`src/rtl/ves_pkg.sv`:
```
// Purpose: Shared constants and types for the encoder status and
//          teletext line mask block.
// Assumes: Serial bus addresses are 8-bit values including the R/W bit.
// Notes:   All offsets and field positions, and the line mask and caption flag reset values, live here.
package ves_pkg;

	// Serial bus slave addresses, write form; read form has bit 0 set
	localparam logic [7:0] BUS_ADDR_A       = 8'h88;
	localparam logic [7:0] BUS_ADDR_B       = 8'h8c;
	localparam logic [7:0] BUS_ADDR_RW_MASK = 8'hfe;

	// Subaddresses acted on by this block
	localparam logic [7:0] SUB_CC_ODD_0     = 8'h67;
	localparam logic [7:0] SUB_CC_ODD_1     = 8'h68;
	localparam logic [7:0] SUB_CC_EVEN_0    = 8'h69;
	localparam logic [7:0] SUB_CC_EVEN_1    = 8'h6a;
	localparam logic [7:0] SUB_LINE_MASK_LO = 8'h7e;
	localparam logic [7:0] SUB_LINE_MASK_HI = 8'h7f;

	// Status byte field positions
	localparam int STAT_VERSION_MSB = 7;
	localparam int STAT_VERSION_LSB = 5;
	localparam int STAT_CC_ODD      = 4;
	localparam int STAT_CC_EVEN     = 3;
	localparam int STAT_SEQ_MSB     = 2;
	localparam int STAT_SEQ_LSB     = 0;

	// Reset values
	localparam logic [7:0] LINE_MASK_RESET = 8'h00;
	localparam logic       CC_DONE_RESET   = 1'b0;

	// Field sequence wrap points (4 fields NTSC, 8 fields PAL)
	localparam logic [2:0] SEQ_LAST_NTSC = 3'h3;
	localparam logic [2:0] SEQ_LAST_PAL  = 3'h7;

	// Line window offsets: M-systems and other systems
	localparam logic [9:0] FIRST_OFS_M     = 10'h004;
	localparam logic [9:0] FIRST_OFS_OTHER = 10'h001;
	localparam logic [9:0] LAST_OFS_M      = 10'h003;
	localparam logic [9:0] LAST_OFS_OTHER  = 10'h000;

	// Line vetoed by mask bit 0; bit i vetoes this line plus i
	localparam logic [9:0] MASK_FIRST_LINE = 10'h005;
	localparam logic [9:0] MASK_LINES      = 10'h010;

	// Bit counter value at the end of a byte
	localparam logic [3:0] BITS_PER_BYTE = 4'h8;

	// Serial slave states
	typedef enum logic [3:0] {
		ST_IDLE     = 4'b0000,
		ST_ADDR     = 4'b0001,
		ST_ADDR_ACK = 4'b0010,
		ST_SUB      = 4'b0011,
		ST_SUB_ACK  = 4'b0100,
		ST_WDATA    = 4'b0101,
		ST_WDAT_ACK = 4'b0110,
		ST_RDATA    = 4'b0111,
		ST_RACK     = 4'b1000
	} ves_state_e;

	// Teletext line window settings from the write register bank
	typedef struct packed {
		logic [7:0] oddFirstLine;
		logic [7:0] oddLastLine;
		logic [7:0] evenFirstLine;
		logic [7:0] evenLastLine;
	} ves_ttx_window_s;

endpackage

```
`src/rtl/ves_status_top.sv`:
```
// Purpose: Serial bus slave for the encoder status byte and the teletext
//          line mask, plus the field sequence counter.
// Assumes: SCL and SDA are synchronous to clk and change far slower.
// Notes:   SDA is open drain; sdaOut stays low and sdaOe pulls the line.
`timescale 1ns/1ns
module ves_status_top #(
	parameter logic [2:0] VERSION_CODE = 3'h5 // Arbitrary value
) (
	input  wire logic                     clk,
	input  wire logic                     rst_b,
	input  wire logic                     scl,
	input  wire logic                     sdaIn,
	output logic                          sdaOut,
	output logic                          sdaOe,
	input  wire logic                     palMode,
	input  wire logic                     fieldStart,
	input  wire logic                     oddCaptionEncoded,
	input  wire logic                     evenCaptionEncoded,
	input  wire logic [9:0]               lineNumber,
	input  wire ves_pkg::ves_ttx_window_s window,
	input  wire logic                     teletextInsertEnable,
	output logic                          ttxInsertWindow
);
	import ves_pkg::*;

	ves_state_e  state;
	ves_state_e  next_state;
	logic        sclPrev;
	logic        sdaPrev;
	logic [3:0]  bitCount;
	logic [7:0]  rxShift;
	logic [7:0]  txShift;
	logic [7:0]  subAddr;
	logic        readMode;
	logic        masterAck;
	logic [7:0]  lineMaskLow;
	logic [7:0]  lineMaskHigh;
	logic        oddCaptionDone;
	logic        evenCaptionDone;
	logic [2:0]  fieldSequence;
	logic        writeStrobe;
	logic [7:0]  writeSub;
	logic [7:0]  writeData;

	logic        sclRise;
	logic        sclFall;
	logic        busStart;
	logic        busStop;
	logic        byteDone;
	logic        addrMatch;
	logic [7:0]  statusByte;
	logic        wrMaskLow;
	logic        wrMaskHigh;
	logic        wrCcOdd;
	logic        wrCcEven;
	logic [2:0]  seqLast;

	// Bus condition detection; inputs are already in the clk domain
	assign sclRise  = scl && !sclPrev;
	assign sclFall  = !scl && sclPrev;
	assign busStart = scl && sclPrev && sdaPrev && !sdaIn;
	assign busStop  = scl && sclPrev && !sdaPrev && sdaIn;
	assign byteDone = sclFall && (bitCount == BITS_PER_BYTE);
	assign addrMatch = ((rxShift & BUS_ADDR_RW_MASK) == BUS_ADDR_A) ||
	                   ((rxShift & BUS_ADDR_RW_MASK) == BUS_ADDR_B);

	// Live status byte; captured into txShift at each byte start
	assign statusByte[STAT_VERSION_MSB:STAT_VERSION_LSB] =
		VERSION_CODE;
	assign statusByte[STAT_CC_ODD]  = oddCaptionDone;
	assign statusByte[STAT_CC_EVEN] = evenCaptionDone;
	assign statusByte[STAT_SEQ_MSB:STAT_SEQ_LSB] =
		fieldSequence;

	// Write decode from the one-cycle strobe
	assign wrMaskLow  = writeStrobe && (writeSub == SUB_LINE_MASK_LO);
	assign wrMaskHigh = writeStrobe && (writeSub == SUB_LINE_MASK_HI);
	assign wrCcOdd    = writeStrobe && ((writeSub == SUB_CC_ODD_0) ||
	                                    (writeSub == SUB_CC_ODD_1));
	assign wrCcEven   = writeStrobe && ((writeSub == SUB_CC_EVEN_0) ||
	                                    (writeSub == SUB_CC_EVEN_1));
	assign seqLast    = palMode ? SEQ_LAST_PAL : SEQ_LAST_NTSC;

	// Next state of the serial slave; start and stop override anything
	always_comb begin
		next_state = state;
		if (busStart) begin
			next_state = ST_ADDR;
		end else if (busStop) begin
			next_state = ST_IDLE;
		end else begin
			case (state)
				ST_IDLE: begin
					next_state = ST_IDLE;
				end
				ST_ADDR: begin
					if (byteDone) begin
						next_state = addrMatch ? ST_ADDR_ACK : ST_IDLE;
					end
				end
				ST_ADDR_ACK: begin
					if (sclFall) begin
						next_state = readMode ? ST_RDATA : ST_SUB;
					end
				end
				ST_SUB: begin
					if (byteDone) begin
						next_state = ST_SUB_ACK;
					end
				end
				ST_SUB_ACK: begin
					if (sclFall) begin
						next_state = ST_WDATA;
					end
				end
				ST_WDATA: begin
					if (byteDone) begin
						next_state = ST_WDAT_ACK;
					end
				end
				ST_WDAT_ACK: begin
					if (sclFall) begin
						next_state = ST_WDATA;
					end
				end
				ST_RDATA: begin
					if (byteDone) begin
						next_state = ST_RACK;
					end
				end
				ST_RACK: begin
					if (sclFall) begin
						next_state = masterAck ? ST_RDATA : ST_IDLE;
					end
				end
				default: begin
					next_state = ST_IDLE;
				end
			endcase
		end
	end

	// State and edge history
	always_ff @(posedge clk) begin
		if (!rst_b) begin
			state   <= ST_IDLE;
			sclPrev <= 1'b1;
			sdaPrev <= 1'b1;
		end else begin
			state   <= next_state;
			sclPrev <= scl;
			sdaPrev <= sdaIn;
		end
	end

	// Bit counter and receive shifter, clocked on SCL rising edges
	always_ff @(posedge clk) begin
		if (!rst_b) begin
			bitCount <= 4'h0;
			rxShift  <= 8'h00;
		end else if (busStart || (sclFall && (state != next_state))) begin
			bitCount <= 4'h0;
		end else if (sclRise) begin
			bitCount <= bitCount + 4'h1;
			rxShift  <= {rxShift[6:0], sdaIn};
		end
	end

	// Direction bit, master acknowledge and subaddress tracking
	always_ff @(posedge clk) begin
		if (!rst_b) begin
			readMode  <= 1'b0;
			masterAck <= 1'b0;
			subAddr   <= 8'h00;
		end else begin
			if (state == ST_ADDR && byteDone) begin
				readMode <= rxShift[0];
			end
			if (state == ST_RACK && sclRise) begin
				masterAck <= !sdaIn;
			end
			if (state == ST_SUB && byteDone) begin
				subAddr <= rxShift;
			end else if (state == ST_WDATA && byteDone) begin
				subAddr <= subAddr + 8'h01; // Auto-increment
			end
		end
	end

	// One-cycle write strobe at the end of each data byte
	always_ff @(posedge clk) begin
		if (!rst_b) begin
			writeStrobe <= 1'b0;
			writeSub    <= 8'h00;
			writeData   <= 8'h00;
		end else begin
			writeStrobe <= (state == ST_WDATA) && byteDone && !busStart;
			writeSub    <= subAddr;
			writeData   <= rxShift;
		end
	end

	// SDA drive: open drain, so the enable carries the data
	always_ff @(posedge clk) begin
		if (!rst_b) begin
			sdaOut  <= 1'b0;
			sdaOe   <= 1'b0;
			txShift <= 8'h00;
		end else if (busStart || busStop) begin
			sdaOe <= 1'b0;
		end else if (sclFall) begin
			if (next_state == ST_ADDR_ACK || next_state == ST_SUB_ACK ||
			    next_state == ST_WDAT_ACK) begin
				sdaOe <= 1'b1;
			end else if (next_state == ST_RDATA && state != ST_RDATA) begin
				// Snapshot so all eight bits share one moment
				sdaOe   <= !statusByte[7];
				txShift <= {statusByte[6:0], 1'b0};
			end else if (next_state == ST_RDATA) begin
				sdaOe   <= !txShift[7];
				txShift <= {txShift[6:0], 1'b0};
			end else begin
				sdaOe <= 1'b0; // Release for master acknowledge
			end
		end
	end

	// Line mask bytes feed the teletext gate directly
	always_ff @(posedge clk) begin
		if (!rst_b) begin
			lineMaskLow  <= LINE_MASK_RESET;
			lineMaskHigh <= LINE_MASK_RESET;
		end else begin
			if (wrMaskLow) begin
				lineMaskLow <= writeData;
			end
			if (wrMaskHigh) begin
				lineMaskHigh <= writeData;
			end
		end
	end

	// Caption flags: an encode in the clearing cycle still sets the flag
	always_ff @(posedge clk) begin
		if (!rst_b) begin
			oddCaptionDone  <= CC_DONE_RESET;
			evenCaptionDone <= CC_DONE_RESET;
		end else begin
			if (oddCaptionEncoded) begin
				oddCaptionDone <= 1'b1;
			end else if (wrCcOdd) begin
				oddCaptionDone <= 1'b0;
			end
			if (evenCaptionEncoded) begin
				evenCaptionDone <= 1'b1;
			end else if (wrCcEven) begin
				evenCaptionDone <= 1'b0;
			end
		end
	end

	// Field sequence: bit 0 is one in even fields, count 0 is odd
	always_ff @(posedge clk) begin
		if (!rst_b) begin
			fieldSequence <= 3'h0;
		end else if (fieldStart) begin
			if (fieldSequence >= seqLast) begin
				fieldSequence <= 3'h0;
			end else begin
				fieldSequence <= fieldSequence + 3'h1;
			end
		end
	end

	// Teletext insertion window gate
	ves_ttx_gate u_gate (
		.clk          (clk),
		.rst_b        (rst_b),
		.lineNumber   (lineNumber),
		.evenField    (fieldSequence[0]),
		.mSystem      (!palMode),
		.window       (window),
		.lineMask     ({lineMaskHigh, lineMaskLow}),
		.insertEnable (teletextInsertEnable),
		.insertWindow (ttxInsertWindow)
	);
endmodule

```
`src/rtl/ves_ttx_gate.sv`:
```
// Purpose: Opens the teletext insertion window for the current line.
// Assumes: lineNumber uses 50 Hz counting and is stable within a line.
// Notes:   Output is registered, one cycle behind its inputs.
`timescale 1ns/1ns
module ves_ttx_gate (
	input  wire logic                     clk,
	input  wire logic                     rst_b,
	input  wire logic [9:0]               lineNumber,
	input  wire logic                     evenField,
	input  wire logic                     mSystem,
	input  wire ves_pkg::ves_ttx_window_s window,
	input  wire logic [15:0]              lineMask,
	input  wire logic                     insertEnable,
	output logic                          insertWindow
);
	import ves_pkg::*;

	logic [9:0] firstOfs;
	logic [9:0] lastOfs;
	logic [9:0] firstLine;
	logic [9:0] lastLine;
	logic [9:0] maskIndex;
	logic       inWindow;
	logic       vetoed;
	logic       next_insertWindow;

	// Window limits depend on the field and on the line standard
	assign firstOfs  = mSystem ? FIRST_OFS_M : FIRST_OFS_OTHER;
	assign lastOfs   = mSystem ? LAST_OFS_M : LAST_OFS_OTHER;
	assign firstLine = firstOfs + {2'h0, evenField ? window.evenFirstLine
	                                               : window.oddFirstLine};
	assign lastLine  = lastOfs + {2'h0, evenField ? window.evenLastLine
	                                              : window.oddLastLine};
	assign inWindow  = (lineNumber >= firstLine) && (lineNumber <= lastLine);

	// Mask only vetoes; it can never open a line outside the window
	assign maskIndex = lineNumber - MASK_FIRST_LINE;
	assign vetoed    = (lineNumber >= MASK_FIRST_LINE) &&
	                   (maskIndex < MASK_LINES) && lineMask[maskIndex[3:0]];
	assign next_insertWindow = insertEnable && inWindow &&
	                           !vetoed;

	// Registered so the top output comes from a flip-flop
	always_ff @(posedge clk) begin
		if (!rst_b) begin
			insertWindow <= 1'b0;
		end else begin
			insertWindow <= next_insertWindow;
		end
	end
endmodule
```
`config.mk`:
```
export PLATFORM = sky130hd
export DESIGN_NAME = ves_status_top
export DESIGN_NICKNAME = d
export VERILOG_FILES = /design/src/rtl/ves_pkg.sv /design/src/rtl/ves_status_top.sv /design/src/rtl/ves_ttx_gate.sv
export SDC_FILE = /design/constraint.sdc
export NUM_CORES = 1
export LEC_CHECK = 0
export BUFFER_PORTS_ARGS = -buffer_cell sky130_fd_sc_hd__buf_2
export CAP_MARGIN = 20
export CORE_MARGIN = 10
export CORE_UTILIZATION = 30
export DETAILED_ROUTE_END_ITERATION = 8
export PLACE_DENSITY = 0.43
export REMOVE_ABC_BUFFERS = 1
export SYNTH_ARGS = -nofsm -noshare
export SYNTH_HDL_FRONTEND = slang
export SYNTH_SLANG_ARGS = --single-unit
```
`constraint.sdc`:
```
create_clock -name clk -period 5.8 [get_ports clk]
set_clock_uncertainty 0.15 [all_clocks]
set_input_delay 0.29 -clock clk [delete_from_list [all_inputs] [get_ports clk]]
set_output_delay 0.29 -clock clk [all_outputs]
set_load 0.02 [all_outputs]
```
==> results of run 1 <==
## metal layers
| layer | vias up | global-route usage, % | share of wire, % |
|---|---|---|---|
| li1 | 1914 | - | - |
| met1 | 1739 | 15.4 | 49 |
| met2 | 78 | 17.3 | 44 |
| met3 | 15 | 2.61 | 4.6 |
| met4 | 0 | 4.84 | 1.9 |
| met5 | - | 0 | 0 |
## registers in the layout, summed over array words and instances, names as in the netlist, 3 cells and up
name / cells
lineMaskHigh: 8
lineMaskLow: 8
rxShift: 8
subAddr: 8
writeData: 8
writeSub: 8
txShift: 7
bitCount: 4
state: 4
fieldSequence: 3
## cells in the mapped netlist (all sizes together), types with 4 or more instances
master / n / area share, %
dfxtp: 75 / 32
nor2b: 41 / 5.5
nand2: 39 / 3.1
nor2: 37 / 3.3
ha: 29 / 7.8
mux2i: 29 / 6.2
o21ai: 25 / 2.7
a21oi: 24 / 2.6
and2: 18 / 2.5
buf: 14 / 2.2
inv: 13 / 1.0
clkbuf: 12 / 0.96
xnor2: 11 / 2.1
xor2: 10 / 1.9
nand3: 9 / 0.96
nand2b: 8 / 1.1
nor3b: 7 / 1.3
a221oi: 6 / 1.1
nor3: 6 / 0.86
a31oi: 5 / 0.80
a32oi: 5 / 0.94
and3: 5 / 0.67
mux2: 5 / 1.2
a211oi: 4 / 0.86
a21boi: 4 / 0.64
a22o: 4 / 0.75
a32o: 4 / 0.86
mux4: 4 / 1.9
nand4b: 4 / 0.75
nor4: 4 / 0.86
nor4b: 4 / 0.75
o211a: 4 / 0.86
or2: 4 / 0.54
## cell usage in the layout (no fill, tap or decap), types with 9 or more instances in the layout
| cell | count |
|---|---|
| dfxtp_1 | 75 |
| buf_2 | 52 |
| nor2b_1 | 41 |
| nand2_1 | 39 |
| nor2_1 | 36 |
| mux2i_1 | 29 |
| ha_1 | 29 |
| a21oi_1 | 24 |
| o21ai_0 | 18 |
| and2_1 | 17 |
| inv_1 | 13 |
| xnor2_1 | 11 |
| xor2_1 | 10 |
| nand3_1 | 9 |
| clkbuf_16 | 9 |
## cell type report
class	instances	area, sq um
Sequential cell	75	1500
Clock buffer	11	233
Timing Repair Buffer	54	275
Fill cell	1569	9910
Inverter	13	48.8
Clock inverter	4	28.8
Tap cell	188	235
Multi-Input combinational cell	394	2970
## worst max-delay path: stages (launching register included)
cell and delay, ns:
dfxtp_1 0.72, mux2_2 0.41, ha_1 0.22, fa_1 0.41, nand2_1 0.11, nor2_1 0.07, xor2_1 0.17, ha_1 0.19
or4_1 0.49, a21oi_1 0.12, o21ai_0 0.09, a211oi_1 0.21
## power by group through the flow
stage	sequential [mW]	clock, mW	combinational [mW]
2_1_floorplan	0.548	0	0.119
3_3_place_gp	0.549	0	0.182
3_5_place_dp	0.549	0	0.186
4_1_cts	0.538	0.525	0.187
5_1_grt	0.539	0.549	0.212
6_report	0.538	0.506	0.185
## how the worst min path moves through the flow
stage	from	endpoint	slack, ns	depth (start not counted)
after floorplan	rst_b	sclPrev	0.21	1
after global placement	txShift[1]	txShift[1]	0.29	2
after CTS	evenCaptionEncoded	evenCaptionDone	0.05	3
final	evenCaptionEncoded	evenCaptionDone	0.07	3
after detailed placement	txShift[1]	txShift[1]	0.30	2
after global routing	evenCaptionEncoded	evenCaptionDone	0.09	3
## cell families (layout without fill, tap and decap cells)
logic type	after synthesis	after routing	share of synthesized area [%]
and+or+nand+nor	197	197	24.5
AOI/OAI and AO/OA	107	107	17.6
buffers and inverters	39	82	4.18
other	1	1	0.0803
xor gates and xnor gates	21	21	3.94
DFF	75	75	32.1
muxes	38	38	9.35
adders and majority gates	30	30	8.20
## through the flow
stage	setup WS (ns)	hold WS [ns]
finish	2.36	0.0686
global route	2.15	0.0888
CTS	2.35	0.0497
detailed placement	2.37	0.296
global placement	2.39	0.288
floorplan	2.25	0.213
==> metrics.txt, run 1 <==
Ys Warns 0; Final period util about three fifths; Cell Rows 45; final setup fails 0; maximum vdd drop approximately 0.13 mV; Crit. Startpoint fieldSequence[0]; Final #Nets approximately 630; Setup TNS Final 0 ns; Max Clk Rate about 290 MHz; relative slew slack about 33%; DR vias 3,746; max-slew violations 0; Residual DRC 0; FF+latch count, synth 75; Routed Antenna Nets 0; CTS Hold Bufs 0; Num CTS Buffers 9; Least-Margin Pin Slew 1.01 ns; vias in the first global route ~3,700; Overall Power around 1.2 mW; CTS tree built; Worst setup EP type flip-flop; DRT Wirelength roughly 12,000 microns; FF-to-FF End u_gate.insertWindow; RSZ-0062 raised after global routing false; gr usage total 11.5%; combinational share of power approximately 15%; routed vias/inst 5.07; placed inst area approximately 5000 sq um; CTS root buf clkbuf_16; P_int 0.896 mW; io pins 54; Post-CTS Repair Setup Buffers 0; Starting Density a little under a third; final core utilization between 30% and 40%; Mapped Cells between 500 and 600; GRT overflow 0; CTS H-tree depth 3; Reg power frac about 44%; WS Path Type flip-flop to flip-flop; first-pass GRT wire length between 15,000 and 20,000 microns; Non-Filler Instances 739; Hold Fails Final Rpt 0; Netlist Area Pre-Place around 4700 sq um; Async SR Flop Fraction 0%; hpwl dp around 8800 microns; Die W about 140 microns; Hold Crit Class input port to flip-flop; Resize count post-CTS 0; clock power share around 41%; maxcap violations 0; R2R cell count 11; status finished clean; r2r startpoint fieldSequence[0]; Reg2Reg Setup Slack between 2 and 2.5 ns; Iteration-0 DRC Markers around 160; largest net degree at the start of global routing between 70 and 80; area growth from synthesis to layout 13.4%; Worst setup SP type flip-flop; number of port buffers 52; Seq/Total Area, Yosys 32.1%; Clk pin slew, worst setup/hold paths ~0.060 ns; Die Height about 140 microns; fin crit period between 3 and 4 ns; Final Wtd Congestion between 0.7 and 0.8; DRT Pass-1 Iters 5; Critical Path AT roughly 3.6 ns; Leak between 2 and 2.5 nW; P per Cell Area 232 nW/um^2; DR WL/cell 16.0 microns; Syn Area/Cell 9.19 sq um; core area roughly 15,000 sq um; Switch Pwr approximately 0.33 mW; CTS Sinks between 70 and 80; crit path to u_gate.insertWindow; ant diodes 0; placed cell count around 720; Critical Path RT about 5.9 ns; clk buf depth 2; Synth Flop Type dfxtp_1; Post-synth EDFFs 0; share of layout cells above drive strength 1 between 10% and 20%; Yosys cell types 73; die area roughly 21,000 sq um; Clk Latency, worst-skew pair 0.34 ns; fin area approximately 5300 sq um; initial antenna violation count 0; worst-path fanout max 19; sw frac around 27%
Power figures use the tool's default switching activity.
==> inputs of run 2 (changes only) <==
--- a/config.mk
+++ b/config.mk
@@ -10,7 +10,7 @@
 export CORE_MARGIN = 10
 export CORE_UTILIZATION = 30
 export DETAILED_ROUTE_END_ITERATION = 8
-export PLACE_DENSITY = 0.43
+export PLACE_DENSITY = 0.44
 export REMOVE_ABC_BUFFERS = 1
 export SYNTH_ARGS = -nofsm -noshare
 export SYNTH_HDL_FRONTEND = slang
==> constraint.sdc (replaced) <==
create_clock -name clk -period 2.8 [get_ports clk]
set_clock_uncertainty 0.15 [all_clocks]
set_input_delay 0.14 -clock clk [delete_from_list [all_inputs] [get_ports clk]]
set_output_delay 0.14 -clock clk [all_outputs]
set_load 0.02 [all_outputs]
==> run 2 against run 1 <==
Net effect:
- routed wire length fell by 0.60%
- largest cell class unchanged
- combinational power grew to 2.5 times the previous value
- via count rose by 3.0%
- worst hold slack worse by 0.051 ns
- global-route usage down 0.063 points
- final cell count is 3.8% higher
- total power grew 120%
- sequential power is 110% higher
- core utilization increased by 2.4 points
==> metrics.txt, run 2 (synthesis results as in run 1) <==
WS Path Type flip-flop to flip-flop; max-slew violations 0 (unchanged); Worst setup SP type flip-flop; P_int 2.03 mW (+130%); area growth from synthesis to layout 21.1%; sw frac 25.8% (-1.3 points); DR vias 3,858 (+3.0%); first-pass GRT wire length 19,200 microns (unchanged); fin crit period 2.75 ns (-0.690 ns); Critical Path RT 2.91 ns (-3.00 ns); maximum vdd drop 0.207 mV (+56%); Reg2Reg Setup Slack 0.05 ns (-2.31 ns); Starting Density 30.7% (unchanged); CTS tree built; DR WL met3 491 microns (-9.7%); fillers 1,572 (+0.19%); initial antenna violation count 0 (unchanged); die area 21,000 sq um (unchanged); Top Layer Used met4; CTS H-tree depth 3 (unchanged); gr usage total 11.4% (-0.063 points); vias in the first global route 3,811 (+3.5%); routed vias/inst 5.03 (-0.77%); Clk pin slew, worst setup/hold paths 0.06 ns (about the same); Routed Antenna Nets 0 (unchanged); Critical Path AT 2.86 ns (-0.69 ns); Reg power frac 40.5% (-3.3 points); Leak 2.20 nW (+8.0%); DRT Wirelength 11,700 microns (-0.60%); DR WL/cell 15.3 microns (-4.2%); share of layout cells above drive strength 1 24.2% (+5.7 points); Worst setup EP type flip-flop; CTS root buf clkbuf_16; CTS Sinks 75 (unchanged); Die W 145 microns (unchanged); dpl ws -0.226 ns (-2.60 ns); crit path setup slack, layout 0.0489 ns (-2.31 ns); relative slew slack 48.4% (+16 points); Switch Pwr 0.706 mW (+110%); worst-path fanout max 4 (-15); Iteration-0 DRC Markers 129 (-19%); Setup TNS Final 0 ns (unchanged); GRT overflow 0 (unchanged); hold depth 3 (unchanged); io pins 54 (unchanged); status finished clean; most common cell after layout, fill and taps aside dfxtp_1; R2R cell count 11 (unchanged); Overall Power 2.74 mW (+120%); core area 15,200 sq um (unchanged); hpwl dp 8850 microns (about the same); final setup fails 0 (unchanged); DRT Pass-1 Iters 4 (-1); area of the multi-input gates 3070 sq um (+3.3%); Final period util 98.3% (+39 points); Least-Margin Pin Slew 0.768 ns (-0.237 ns); M1 WL 5580 microns (-3.5%); r2r startpoint fieldSequence[0]; RSZ-0062 raised after global routing true; Max Clk Rate 363 MHz (+25%); Final Wtd Congestion 0.792 (+0.85%); clock power share 42.6% (+1.4 points); number of port buffers 52 (unchanged); Cell Rows 45 (unchanged); Reg area 1510 sq um (+0.25%); Hold Crit Class input port to flip-flop; ant diodes 0 (unchanged); hold path start rst_b; Clk Latency, worst-skew pair 0.34 ns (about the same); Met2 Wirelength 5520 microns (+5.2%); clk buf depth 2 (unchanged); Residual DRC 0 (unchanged); Hold Fails Final Rpt 0 (unchanged); commonest cells after routing, fill and taps aside dfxtp_1 (74), buf_2 (52), nor2b_1 (41); P per Cell Area 483 nW/um^2 (+110%); Final #Nets 655 (+4.3%); maxcap violations 0 (unchanged); Num CTS Buffers 9 (unchanged); combinational share of power 16.9% (+1.8 points); FF-to-FF End u_gate.insertWindow; Hold Path End writeStrobe; Die Height 145 microns (unchanged); largest net degree at the start of global routing 76 (unchanged)
run 2: cell types whose count changed in the layout (fill, tap and decap cells not counted), moves of 3 or more:
cell,delta
ha_1,-3
o21ai_1,+3
buf_4,+20
o21ai_0,-3
a21oi_1,-3
dlygate4sd3_1,+6
run 2: layer usage:
layer / global-route usage, % / up-vias
li1: - / 1966
met3: 2.67 / 11
met4: 3.67 / 0
met5: 0 / -
met1: 14.3 / 1821
met2: 18.9 / 60
run 2: through the flow:
stage,cells,utilization [%],hold WS (ns),instance area [sq um]
finish,767,37.2,0.0172,5660
global route,767,37.2,0.0262,5660
CTS,766,36.7,0.0332,5590
detailed placement,742,34.0,0.234,5170
global placement,742,34.0,0.220,5170
floorplan,482,-,0.0630,4520
run 2: how the worst max path moves through the flow:
| stage | slack (ns) | cells past startpoint | startpoint | end |
|---|---|---|---|---|
| 2_1_floorplan | -0.75 | 11 | fieldSequence[0] | u_gate.insertWindow |
| 3_3_place_gp | -0.17 | 11 | fieldSequence[0] | u_gate.insertWindow |
| 3_5_place_dp | -0.23 | 11 | fieldSequence[0] | u_gate.insertWindow |
| 4_1_cts | -0.002 | 11 | fieldSequence[0] | u_gate.insertWindow |
| 5_1_grt | -0.06 | 11 | fieldSequence[0] | u_gate.insertWindow |
| 6_report | 0.05 | 11 | fieldSequence[0] | u_gate.insertWindow |
run 2: cell type report:
cell class | instances | area share [%]
multi-input combinational | 394 | 54.3
tap | 188 | 4.16
sequential | 75 | 26.6
inverter | 13 | 0.862
timing repair buffer | 81 | 8.85
clock buffer | 13 | 4.42
clock inverter | 3 | 0.818
run 2: power groups by stage:
stage	clock network [mW]	logic, mW	registers, mW
floorplan	0	0.246	1.13
global placement	0	0.407	1.13
detailed placement	0	0.417	1.13
CTS	1.20	0.441	1.11
global route	1.25	0.525	1.11
finish	1.16	0.464	1.11
run 2: critical path: stages (launching register included):
cell,delay (ns)
dfxtp_4,0.37
mux2_4,0.32
ha_4,0.17
fa_2,0.34
nand2_2,0.08
nor2_2,0.05
xor2_1,0.15
ha_2,0.18
or4_4,0.51
a21oi_2,0.11
o21ai_1,0.08
a211oi_2,0.16
run 2: repair_timing:
| item | 4_1_cts | 5_1_grt |
|---|---|---|
| pin swaps | 5 | 5 |
| hold endpoints to repair | 8 | 0 |
| setup endpoints to repair | 1 | 1 |
| buffers inserted | 2 | 1 |
| hold buffers | 6 | 0 |
| resized for setup | 14 | 14 |
